### src/apcl_pkg.sv
// apcl_pkg: register map, field codes and sizes for the position compare and latch unit
// assumes: one axis per instance, APB slave with 32-bit data, 125 MHz clock
package apcl_pkg;
    // ----------------------------------------
    // register offsets
    // ----------------------------------------
    localparam logic [7:0] OFS_CTRL = 8'h00;
    localparam logic [7:0] OFS_MODE0 = 8'h04;
    localparam logic [7:0] OFS_MODE1 = 8'h08;
    localparam logic [7:0] OFS_DATA0 = 8'h0C;
    localparam logic [7:0] OFS_DATA1 = 8'h10;
    localparam logic [7:0] OFS_DATA2 = 8'h14;
    localparam logic [7:0] OFS_DATA3 = 8'h18;
    localparam logic [7:0] OFS_DATA4 = 8'h1C;
    localparam logic [7:0] OFS_AUTO = 8'h20;
    localparam logic [7:0] OFS_EVENT = 8'h24;
    localparam logic [7:0] OFS_CMPSTS = 8'h28;
    localparam logic [7:0] OFS_LATCH = 8'h2C;
    localparam logic [7:0] OFS_TABLE = 8'h30;
    localparam logic [7:0] OFS_VCHG = 8'h34;
    localparam logic [7:0] OFS_FORCE = 8'h38;
    // ----------------------------------------
    // control register fields
    // ----------------------------------------
    localparam int CTRL_LATCH_POL = 0;
    localparam int CTRL_SOFT_EN = 1;
    localparam int CTRL_SOFT_ACT = 2;
    localparam int CTRL_ERR_EN = 4;
    localparam int CTRL_TRIG_STYLE = 5;
    localparam int CTRL_RING_SRC = 8;
    localparam int CTRL_LATCH_SEL = 12;
    // ----------------------------------------
    // event status bits
    // ----------------------------------------
    localparam int EV_STEP_LOSS = 10;
    localparam int EV_GENERAL = 11;
    localparam int EV_TRIGGER = 12;
    localparam int EV_SOFT_POS = 0;
    localparam int EV_SOFT_NEG = 1;
    localparam int EV_LATCH = 2;
    localparam int EV_TABLE_ERR = 3;
    // ----------------------------------------
    // codes and sizes
    // ----------------------------------------
    localparam int NUM_CMP = 5;
    localparam int TABLE_MAX = 1024;
    localparam logic [14:0] TOL_MAX = 15'h7FFF;
    localparam logic [7:0] TRIG_PULSE_CYCLES = 8'h08;
    localparam logic [31:0] HW_REVISION = 32'h0000_0001; // arbitrary value
    typedef enum logic [2:0] {M_NONE, M_EQ, M_EQ_UP, M_EQ_DN, M_GT, M_LT, M_RSV} apcl_method_type;
    typedef enum logic [1:0] {A_INT, A_STOP, A_DECEL, A_SPEED} apcl_action_type;
    typedef enum logic [1:0] {S_OFF, S_FIFO, S_FUNC, S_TABLE} apcl_auto_type;
    typedef enum logic [2:0] {R_OFF, R_LATCH, R_ORIGIN, R_CMP4, R_CMP5} apcl_ring_type;
endpackage : apcl_pkg

### src/apcl_axis.sv
// apcl_axis: one axis of the position compare and latch unit, with APB register slave
// assumes: counters come from the neighbouring counter unit, inputs synchronous to pclk
//
// What the document asks of this block and of its host
// latch input polarity selectable, last two axes
// latch captures counters; select one to four
// soft limit action: int, stop, decelerate
// enabled soft limit acts like physical limit
// error above tolerance sets event bit 10
// general comparator match sets event bit 11
// trigger match on axes 0-1 pulses, bit 12
// auto loading overrides written trigger value
// trigger output style depends on revision
// comparator status word, one bit each
// five comparators with default roles
// source select: command, feedback, error, general
// match method: equal, directional, greater, less
// reaction: interrupt, stop, decelerate, speed change
// auto source: off, fifo, function, table
// function mode adds one point past end
// compare table limited to 1024 points
// reload device picks ram or fifo outputs
// speed change moves remaining distance, ramps
// forced trigger pulses on axes 0-1 only
// ring counter reset on selected source
// host masks interrupts while auto triggering
// host decodes interrupt type two-bit code
// compare every cycle, act next cycle
// event bits sticky until host acknowledges
//
// The APB interface to the registers and the address map are this design's own decisions.
`timescale 1ns/100ps
`default_nettype none
module apcl_axis
    import apcl_pkg::*;
#(
    parameter int AXIS_INDEX = 0,
    parameter int CW = 28,
    parameter int TABLE_DEPTH = 16,
    parameter logic NEWER_REVISION = 1'h1
) (
    input wire logic pclk,
    input wire logic presetn,
    input wire logic psel,
    input wire logic penable,
    input wire logic pwrite,
    input wire logic [7:0] paddr,
    input wire logic [31:0] pwdata,
    output logic [31:0] prdata,
    output logic pready,
    output logic pslverr,
    input wire logic [CW-1:0] command_count,
    input wire logic [CW-1:0] feedback_count,
    input wire logic [CW-1:0] error_count,
    input wire logic [CW-1:0] general_count,
    input wire logic count_up,
    input wire logic count_down,
    input wire logic latch_input,
    input wire logic origin_input,
    output logic compare_trigger,
    output logic [1:0] general_outputs_zero_one,
    output logic event_interrupt,
    output logic stop_now,
    output logic decel_stop,
    output logic sync_signal,
    output logic speed_change,
    output logic ring_reset
);
    initial begin
        if (CW < 16 || CW > 32 || TABLE_DEPTH < 3 || TABLE_DEPTH > TABLE_MAX) begin
            $error("apcl_axis: unsupported parameter values");
        end
    end
    localparam bit TRIG_AXIS = (AXIS_INDEX % 4) < 2;
    localparam bit LATCH_AXIS = (AXIS_INDEX % 4) >= 2;
    localparam int TW = $clog2(TABLE_DEPTH);
    // ----------------------------------------
    // state
    // ----------------------------------------
    typedef struct packed {
        logic [15:0] ctrl;
        logic [NUM_CMP*8-1:0] mode;
        logic [NUM_CMP*32-1:0] data;
        logic [31:0] auto_cfg;
        logic [31:0] vchg;
        logic [15:0] events;
        logic [4:0] cmp_sts;
        logic [31:0] latched;
        logic latch_prev;
        logic origin_prev;
        logic [4:0] match_prev;
        logic [31:0] auto_point;
        logic [31:0] func_idx;
        logic func_extra_done;
        logic [TABLE_DEPTH*32-1:0] table_mem;
        logic [TW:0] table_len;
        logic [TW:0] table_rd;
        logic [7:0] pulse_cnt;
        logic [31:0] prdata;
        logic pready;
        logic pslverr;
        logic trig_out;
        logic [1:0] gen_out;
        logic irq;
        logic stop_now;
        logic decel_stop;
        logic sync_sig;
        logic speed_chg;
        logic ring_rst;
    } apcl_state_type;
    apcl_state_type state_reg, state_next;
    // ----------------------------------------
    // helpers
    // ----------------------------------------
    function automatic logic [31:0] pick_count(input logic [1:0] src, input logic [CW-1:0] c0,
        input logic [CW-1:0] c1, input logic [CW-1:0] c2, input logic [CW-1:0] c3);
        logic [CW-1:0] v;
        v = c0;
        case (src)
            2'h1: v = c1;
            2'h2: v = c2;
            2'h3: v = c3;
            default: v = c0;
        endcase
        return 32'(signed'(v));
    endfunction : pick_count
    function automatic logic match_of(input logic [2:0] meth, input logic [31:0] cmpv,
        input logic [31:0] cnt, input logic up, input logic dn);
        logic m;
        m = 1'b0;
        case (meth)
            3'h1: m = (cmpv == cnt);
            3'h2: m = (cmpv == cnt) && up;
            3'h3: m = (cmpv == cnt) && dn;
            3'h4: m = $signed(cmpv) > $signed(cnt);
            3'h5: m = $signed(cmpv) < $signed(cnt);
            default: m = 1'b0;
        endcase
        return m;
    endfunction : match_of
    logic [4:0] match_now;
    logic [31:0] trig_value;
    logic [31:0] abs_err;
    always_comb begin
        abs_err = pick_count(2'h2, command_count, feedback_count, error_count, general_count);
        if (abs_err[31]) begin
            abs_err = 32'(-$signed(abs_err));
        end
        // auto loading replaces the written trigger value
        trig_value = (state_reg.auto_cfg[1:0] != 2'h0) ? state_reg.auto_point : state_reg.data[4*32 +: 32];
        for (int i = 0; i < NUM_CMP; i++) begin
            match_now[i] = match_of(state_reg.mode[i*8 +: 3], (i == 4) ? trig_value : state_reg.data[i*32 +: 32],
                pick_count(state_reg.mode[i*8+3 +: 2], command_count, feedback_count, error_count,
                general_count), count_up, count_down);
        end
        // step-loss uses magnitude against the tolerance
        match_now[2] = state_reg.ctrl[CTRL_ERR_EN] && (abs_err > {17'h0, state_reg.data[2*32 +: 15]});
        if (!TRIG_AXIS) begin
            match_now[4] = 1'b0;
        end
    end
    // ----------------------------------------
    // next state
    // ----------------------------------------
    logic access;
    logic latch_level;
    logic [4:0] rise;
    logic [15:0] ev_set;
    logic [31:0] rd;
    logic err;
    always_comb begin
        state_next = state_reg;
        access = psel && penable;
        rd = 32'h0;
        err = 1'b0;
        ev_set = 16'h0;
        state_next.match_prev = match_now;
        rise = match_now & ~state_reg.match_prev;
        state_next.cmp_sts = match_now;
        latch_level = LATCH_AXIS ? (latch_input ~^ state_reg.ctrl[CTRL_LATCH_POL]) : latch_input;
        state_next.latch_prev = latch_level;
        state_next.origin_prev = origin_input;
        state_next.stop_now = 1'b0;
        state_next.decel_stop = 1'b0;
        state_next.sync_sig = 1'b0;
        state_next.speed_chg = 1'b0;
        state_next.ring_rst = 1'b0;
        if (latch_level && !state_reg.latch_prev) begin
            state_next.latched = pick_count(2'(state_reg.ctrl[CTRL_LATCH_SEL +: 3] - 3'h1), command_count,
                feedback_count, error_count, general_count);
            ev_set[EV_LATCH] = 1'b1;
        end
        if (state_reg.ctrl[CTRL_SOFT_EN]) begin
            for (int i = 0; i < 2; i++) begin
                if (rise[i]) begin
                    ev_set[EV_SOFT_POS + i] = 1'b1;
                    case (state_reg.ctrl[CTRL_SOFT_ACT +: 2])
                        2'h1: state_next.stop_now = 1'b1;
                        2'h2: state_next.decel_stop = 1'b1;
                        default: state_next.sync_sig = state_next.sync_sig;
                    endcase
                end
            end
        end
        if (rise[2]) begin
            ev_set[EV_STEP_LOSS] = 1'b1;
        end
        if (rise[3]) begin
            ev_set[EV_GENERAL] = 1'b1;
            case (state_reg.mode[3*8+5 +: 2])
                2'h0: state_next.sync_sig = 1'b1;
                2'h1: state_next.stop_now = 1'b1;
                2'h2: state_next.decel_stop = 1'b1;
                default: state_next.speed_chg = 1'b1;
            endcase
        end
        // counted down first, so a new trigger restarts a running pulse
        if (state_reg.pulse_cnt != 8'h0) begin
            state_next.pulse_cnt = state_reg.pulse_cnt - 8'h1;
        end
        if (rise[4] || (state_reg.ctrl[15] && TRIG_AXIS)) begin
            ev_set[EV_TRIGGER] = rise[4];
            state_next.pulse_cnt = TRIG_PULSE_CYCLES;
            state_next.ctrl[15] = 1'b0;
            // next compare point from the auto source
            case (state_reg.auto_cfg[1:0])
                2'h2: begin
                    // table words: start, end, interval; the point past the end is still loaded
                    if ($signed(state_reg.auto_point) <= $signed(state_reg.table_mem[63:32])) begin
                        state_next.auto_point = state_reg.auto_point + state_reg.table_mem[95:64];
                    end
                end
                2'h1, 2'h3: begin
                    if (state_reg.table_rd + 1'b1 < state_reg.table_len) begin
                        state_next.table_rd = state_reg.table_rd + 1'b1;
                        state_next.auto_point = state_reg.table_mem[(TW+1)'(state_reg.table_rd + 1'b1)*32 +: 32];
                    end
                end
                default: state_next.auto_point = state_reg.auto_point;
            endcase
        end
        case (state_reg.ctrl[CTRL_RING_SRC +: 3])
            3'h1: state_next.ring_rst = latch_level && !state_reg.latch_prev;
            3'h2: state_next.ring_rst = origin_input && !state_reg.origin_prev;
            3'h3: state_next.ring_rst = rise[3];
            3'h4: state_next.ring_rst = rise[4];
            default: state_next.ring_rst = 1'b0;
        endcase
        // trigger style: older one-shot or level, newer polarity
        if (NEWER_REVISION) begin
            state_next.trig_out = (state_next.pulse_cnt != 8'h0) ^ ~state_reg.ctrl[CTRL_TRIG_STYLE];
        end else begin
            state_next.trig_out = (state_next.pulse_cnt != 8'h0) || (state_reg.ctrl[CTRL_TRIG_STYLE] && match_now[4]);
        end
        state_next.gen_out = {2{state_reg.auto_cfg[2] == 1'b0 && state_next.pulse_cnt != 8'h0}};
        // ----------------------------------------
        // apb
        // ----------------------------------------
        state_next.pready = access && !state_reg.pready;
        state_next.pslverr = 1'b0;
        if (access && !state_reg.pready) begin
            case (paddr)
                OFS_CTRL: rd = {16'h0, state_reg.ctrl};
                OFS_MODE0: rd = state_reg.mode[31:0];
                OFS_MODE1: rd = {24'h0, state_reg.mode[39:32]};
                OFS_DATA0, OFS_DATA1, OFS_DATA2, OFS_DATA3, OFS_DATA4:
                    rd = state_reg.data[(paddr - OFS_DATA0) * 8 +: 32];
                OFS_AUTO: rd = state_reg.auto_cfg;
                OFS_EVENT: rd = {16'h0, state_reg.events};
                OFS_CMPSTS: rd = {27'h0, state_reg.cmp_sts};
                OFS_LATCH: rd = state_reg.latched;
                OFS_TABLE: rd = 32'(state_reg.table_len);
                OFS_VCHG: rd = state_reg.vchg;
                OFS_FORCE: rd = HW_REVISION;
                default: err = 1'b1;
            endcase
            if (pwrite) begin
                case (paddr)
                    OFS_CTRL: state_next.ctrl = pwdata[15:0];
                    OFS_MODE0: state_next.mode[31:0] = pwdata;
                    OFS_MODE1: state_next.mode[39:32] = pwdata[7:0];
                    OFS_DATA0, OFS_DATA1, OFS_DATA2, OFS_DATA3, OFS_DATA4:
                        state_next.data[(paddr - OFS_DATA0) * 8 +: 32] = pwdata;
                    OFS_AUTO: begin
                        state_next.auto_cfg = pwdata;
                        state_next.table_rd = '0;
                        state_next.auto_point = state_reg.table_mem[31:0];
                    end
                    OFS_EVENT: state_next.events = state_reg.events & ~pwdata[15:0];
                    OFS_TABLE: begin
                        if (state_reg.table_len < (TW+1)'(TABLE_DEPTH)) begin
                            state_next.table_mem[state_reg.table_len*32 +: 32] = pwdata;
                            state_next.table_len = state_reg.table_len + 1'b1;
                        end else begin
                            ev_set[EV_TABLE_ERR] = 1'b1;
                            err = 1'b1;
                        end
                    end
                    OFS_VCHG: state_next.vchg = pwdata;
                    OFS_FORCE: begin
                        state_next.ctrl[15] = 1'b1;
                        state_next.table_len = '0;
                    end
                    default: err = 1'b1;
                endcase
            end
            state_next.pslverr = err;
        end
        state_next.prdata = rd;
        state_next.events = state_next.events | ev_set;
        state_next.irq = |state_next.events;
    end
    always_ff @(posedge pclk or negedge presetn) begin
        if (!presetn) begin
            // trigger pin rests at its idle level, so leaving reset makes no false edge
            state_reg <= '0;
            state_reg.trig_out <= NEWER_REVISION;
        end else begin
            state_reg <= state_next;
        end
    end
    // ----------------------------------------
    // outputs
    // ----------------------------------------
    assign prdata = state_reg.prdata;
    assign pready = state_reg.pready;
    assign pslverr = state_reg.pslverr;
    assign compare_trigger = state_reg.trig_out;
    assign general_outputs_zero_one = state_reg.gen_out;
    assign event_interrupt = state_reg.irq;
    assign stop_now = state_reg.stop_now;
    assign decel_stop = state_reg.decel_stop;
    assign sync_signal = state_reg.sync_sig;
    assign speed_change = state_reg.speed_chg;
    assign ring_reset = state_reg.ring_rst;
endmodule : apcl_axis
`default_nettype wire

### config.mk
export PLATFORM = sky130hd
export DESIGN_NAME = apcl_axis
export DESIGN_NICKNAME = d
export VERILOG_FILES = /design/src/apcl_pkg.sv /design/src/apcl_axis.sv
export SDC_FILE = /design/constraint.sdc
export NUM_CORES = 2
export LEC_CHECK = 0
export BUFFER_PORTS_ARGS = -buffer_cell sky130_fd_sc_hd__buf_2
export CAP_MARGIN = 20
export CORE_MARGIN = 3
export CORE_UTILIZATION = 30
export CTS_CLUSTER_SIZE = 10
export DETAILED_ROUTE_END_ITERATION = 7
export GPL_TIMING_DRIVEN = 0
export SETUP_SLACK_MARGIN = 0.1
export SYNTH_ARGS = -nofsm -noshare
export SYNTH_HDL_FRONTEND = slang
export SYNTH_SLANG_ARGS = --single-unit
### constraint.sdc
create_clock -name pclk -period 4 [get_ports pclk]
set_input_delay 0.6 -clock pclk [delete_from_list [all_inputs] [get_ports pclk]]
set_output_delay 0.6 -clock pclk [all_outputs]
set_load 0.05 [all_outputs]
==> impl_metrics.prom <==
# TYPE chip_impl_metric gauge
chip_impl_metric{name="slew_violations",unit=""} 0
chip_impl_metric{name="synthDistinctLibCells",unit=""} 83
chip_impl_info{name="hold_path.class",value="in2reg"} 1
chip_impl_metric{name="num-nets-final",unit=""} 6613
chip_impl_metric{name="setup.reg_to_reg.worst_slack",unit="ns"} -0.42
chip_impl_info{name="r2r-end",value="state_reg[618]"} 1
chip_impl_metric{name="die_area",unit="sq mm"} 0.1953
chip_impl_metric{name="slew_headroom",unit="%"} 15.43
chip_impl_metric{name="worst_ir_drop_vdd",unit="mV"} 0.3602
chip_impl_metric{name="gpl.final_weighted_congestion",unit=""} 1.057
chip_impl_info{name="mostFrequentLayoutCell",value="nand2_1"} 1
chip_impl_metric{name="synth-async-reset-ratio",unit="%"} 100.0
chip_impl_metric{name="postRouteAntennaNets",unit=""} 0
chip_impl_info{name="yosys.area.top_type",value="dfrtp_1"} 1
chip_impl_info{name="setup.worst_path.class",value="reg2reg"} 1
chip_impl_metric{name="final_hold_viol_count",unit=""} 0
chip_impl_info{name="highest_count_cells_in_the_layout_ignoring_fill_and_taps",value="1,276 x nand2_1, 926 x dfrtp_1, 824 x o21ai_0, 350 x mux4_2, 316 x clkbuf_1"} 1
chip_impl_info{name="cp-end-kind",value="flop"} 1
chip_impl_metric{name="post-route-period-util",unit="%"} 110.6
chip_impl_metric{name="viasPerCell",unit=""} 5.935
chip_impl_metric{name="grtUsageTotal",unit="%"} 28.07
chip_impl_metric{name="cell_total_after_placement",unit=""} 8501
chip_impl_metric{name="first_global_vias",unit=""} 50410
chip_impl_metric{name="yosys_warnings",unit=""} 0
chip_impl_info{name="yosys_most_used_dff",value="dfrtp_1"} 1
chip_impl_metric{name="worst_ep_arrival_time",unit="ns"} 5.00
chip_impl_metric{name="skew",unit="ns"} 0.08473
chip_impl_metric{name="grt_start_max_net_pins",unit=""} 119
chip_impl_info{name="rsz_0062_raised_after_global_routing",value="true"} 1
chip_impl_info{name="path_cells",value="buf_12 -> buf_12 -> buf_4 -> mux4_2 -> inv_1 -> ha_1 -> nand4_1 -> or2_4 -> or4_4 -> o21ai_4 -> a21oi_4 -> o41ai_4 -> buf_4 -> nor3b_4 -> buf_12 -> clkbuf_16 -> a222oi_1 -> o21ai_1"} 1
chip_impl_info{name="setup.worst_path.start_class",value="flop"} 1
chip_impl_metric{name="register_area",unit="sq mm"} 0.02341
chip_impl_metric{name="flow.area_growth_from_synthesis",unit="%"} 19.60
chip_impl_metric{name="worst_path_clk_slew",unit="ns"} 0.06
chip_impl_metric{name="slowest_delay",unit="ns"} 0.48
chip_impl_info{name="critical_path.reg2reg.startpoint",value="state_reg[957]"} 1
chip_impl_metric{name="cap_viol_max_count",unit=""} 0
chip_impl_metric{name="synth_seq_cells",unit=""} 935
chip_impl_metric{name="placement_rows",unit=""} 159
chip_impl_info{name="tritoncts",value="yes"} 1
chip_impl_metric{name="layout-drive-gt1-share",unit="%"} 21.39
chip_impl_metric{name="clock_tree.htree_level_count",unit=""} 3
chip_impl_metric{name="worst-slew-pin-transition",unit="ns"} 1.269
chip_impl_info{name="worst_path_most_repeated_cell",value="buf_12"} 1
chip_impl_metric{name="drt_pass1_iterations",unit=""} 8
chip_impl_metric{name="core",unit="sq mm"} 0.1884
chip_impl_metric{name="ios",unit=""} 204
chip_impl_info{name="status",value="complete, but fails checks"} 1
chip_impl_metric{name="die_height",unit="microns"} 441.9
chip_impl_metric{name="ys_seq_area_share",unit="%"} 41.05
chip_impl_metric{name="worst_r2r_path_depth",unit=""} 18
chip_impl_info{name="critPathSlowestCell",value="or4_4"} 1
chip_impl_info{name="failed_checks",value="design-rule violations, negative setup slack"} 1
chip_impl_metric{name="max_freq",unit="MHz"} 226.0
chip_impl_metric{name="vias",unit=""} 52126
chip_impl_metric{name="cts_buffers",unit=""} 110
chip_impl_metric{name="post_layout_nonfiller_instances",unit=""} 8783
chip_impl_info{name="post_synth_main_area_contributors",value="dfrtp_1 41%, mux4_2 14%, nand2_1 8.5%"} 1
chip_impl_metric{name="drt_drc_violations_left",unit=""} 4
chip_impl_metric{name="postSynthNetCount",unit=""} 6185
chip_impl_metric{name="grt_first_pass_wirelength",unit="microns"} 392600
chip_impl_metric{name="clock_latency",unit="ns"} 0.76
chip_impl_metric{name="report.final.setup_viol",unit=""} 46
chip_impl_metric{name="multi_input_area",unit="sq mm"} 0.03236
chip_impl_metric{name="wl",unit="microns"} 282700
chip_impl_metric{name="drt_first_iter_violations",unit=""} 6600
chip_impl_metric{name="post-dp-hpwl",unit="microns"} 226000
chip_impl_metric{name="powerDensity",unit="mW/mm^2"} 324.7
chip_impl_metric{name="postSynthCellCount",unit=""} 5789
chip_impl_metric{name="synth_area_per_cell",unit="sq um"} 9.847
chip_impl_metric{name="initial_core_util",unit="%"} 30.26
chip_impl_metric{name="n_fill_cell",unit=""} 18802
chip_impl_metric{name="post-synth-top-area-fraction",unit="%"} 41.00
chip_impl_metric{name="port-buffer-count",unit=""} 182
chip_impl_metric{name="post_synth_instance_area",unit="sq mm"} 0.05700
chip_impl_metric{name="period_needed",unit="ns"} 4.424
chip_impl_info{name="clock_tree.root_cell",value="clkbuf_16"} 1
chip_impl_metric{name="overflow",unit=""} 0
chip_impl_info{name="startpoint_of_the_worst_setup_timing_path",value="state_reg[957]"} 1
chip_impl_metric{name="clockBufferDepth",unit=""} 3
chip_impl_info{name="worst_setup_path_endpoint",value="state_reg[618]"} 1
chip_impl_metric{name="final_critical_path_setup_slack",unit="ns"} -0.4243
chip_impl_metric{name="die-width",unit="microns"} 441.9
chip_impl_metric{name="cellLeakagePower",unit="nW"} 29.10
chip_impl_metric{name="synth_enable_flop_cells",unit=""} 0
chip_impl_metric{name="critical_path.max_fanout",unit=""} 5
chip_impl_metric{name="required",unit="ns"} 4.58
chip_impl_metric{name="wire_per_inst",unit="microns"} 32.18
chip_impl_metric{name="grt_antenna_before_repair",unit=""} 30
chip_impl_metric{name="hold_ws",unit="ns"} 0.1605
chip_impl_metric{name="tritoncts_num_sinks",unit=""} 935
logic make-up after synthesis:
family,after synthesis,share of synthesized area [%]
xor+xnor,75,1.152
buf+inv,657,4.616
compound gates,1454,15.20
mux,642,19.47
flops,935,41.05
fa+ha+maj,235,5.171
simple gates,1791,13.34
where the power goes:
part / internal, mW / total (mW) / leakage, nW / switching [mW]
clock: 5.48 / 9.65 / 1.61 / 4.18
sequential: 9.58 / 9.74 / 12.9 / 0.162
combinational: 0.857 / 2.74 / 14.6 / 1.89
total: 15.9 / 22.1 / 29.1 / 6.22
cell usage after synthesis (12+ instances only):
library cell / n
nand2_1: 1297
dfrtp_1: 934
o21ai_0: 857
mux4_2: 349
clkbuf_1: 345
ha_1: 234
inv_1: 210
mux2_2: 178
nor2_1: 157
a21oi_1: 122
mux2i_1: 110
a21o_1: 73
xnor2_1: 61
o22a_1: 58
nand3_1: 56
nand4_1: 56
nor3_1: 54
buf_1: 53
a31oi_1: 46
a222oi_1: 45
buf_4: 35
a22oi_1: 34
o21a_1: 30
nor2b_1: 26
o22ai_1: 26
nand2b_1: 24
a221oi_1: 19
and3_1: 19
a211oi_1: 17
a32oi_1: 17
o31ai_1: 16
o211ai_1: 14
xor2_1: 14
nand4b_1: 13
a21boi_0: 12
and2_1: 12
layout make-up:
cell class / count / area share, %
Tap cell: 2495 / 4.579
Buffer: 442 / 3.663
Multi-Input combinational cell: 4197 / 47.46
Antenna cell: 20 / 0.07341
Clock inverter: 15 / 0.4680
Inverter: 212 / 1.264
Timing Repair Buffer: 319 / 3.735
Clock buffer: 148 / 4.423
Sequential cell: 935 / 34.33
per-stage QoR:
stage	TNS, ns	total power, mW	instance area, sq um	setup slack, ns	util [%]
6_report	-11.61	22.14	68180	-0.4243	36.19
5_1_grt	-14.28	22.74	68150	-0.5120	36.17
4_1_cts	-9.761	22.09	67150	-0.4022	35.64
3_5_place_dp	-650.02	12.41	62110	-2.111	32.97
3_3_place_gp	-	12.35	61480	-18.69	32.63
2_1_floorplan	-0.08468	11.13	57450	-0.08468	-
worst min path at each step:
stage,slack [ns],depth (start not counted),startpoint,end
after floorplan,0.30,0,presetn,asynchronous set/reset pin
after global placement,0.46,2,flop,flop
after detailed placement,0.47,1,presetn,asynchronous set/reset pin
after CTS,0.1,3,penable,pready
after global routing,0.14,3,penable,pready
final,0.16,3,penable,pready
layer usage:
| metal | vias to the layer above | share of wire, % | global-route usage, % | wire length, microns |
|---|---|---|---|---|
| met1 | 26414 | 38 | 34.61 | 106600 |
| met5 | - | 0.011 | 0 | 31 |
| met4 | 4 | 8.0 | 18.69 | 22500 |
| li1 | 21823 | - | - | - |
| met3 | 714 | 9.6 | 6.903 | 27220 |
| met2 | 3171 | 45 | 43.62 | 126300 |
critical path, delay by kind of cell, from the launching register on:
kind                       cells  cell delay, ns
DFF                            1            0.44
and+or+nand+nor                4            0.90
adders and majority gates      1            0.21
muxes                          1            0.42
AOI/OAI and AO/OA              5            1.04
buffers and inverters          7            1.18
timing repair:
action | 4_1_cts | 5_1_grt
hold buffers | 3 | 0
gates resized for setup | 339 | 149
setup endpoints to repair | 320 | 323
setup buffers | 47 | 43
pin swaps | 50 | 49
gates cloned | 2 | 3
endpoints found under the hold margin | 25 | 0
(Power assumes the default switching activity.)
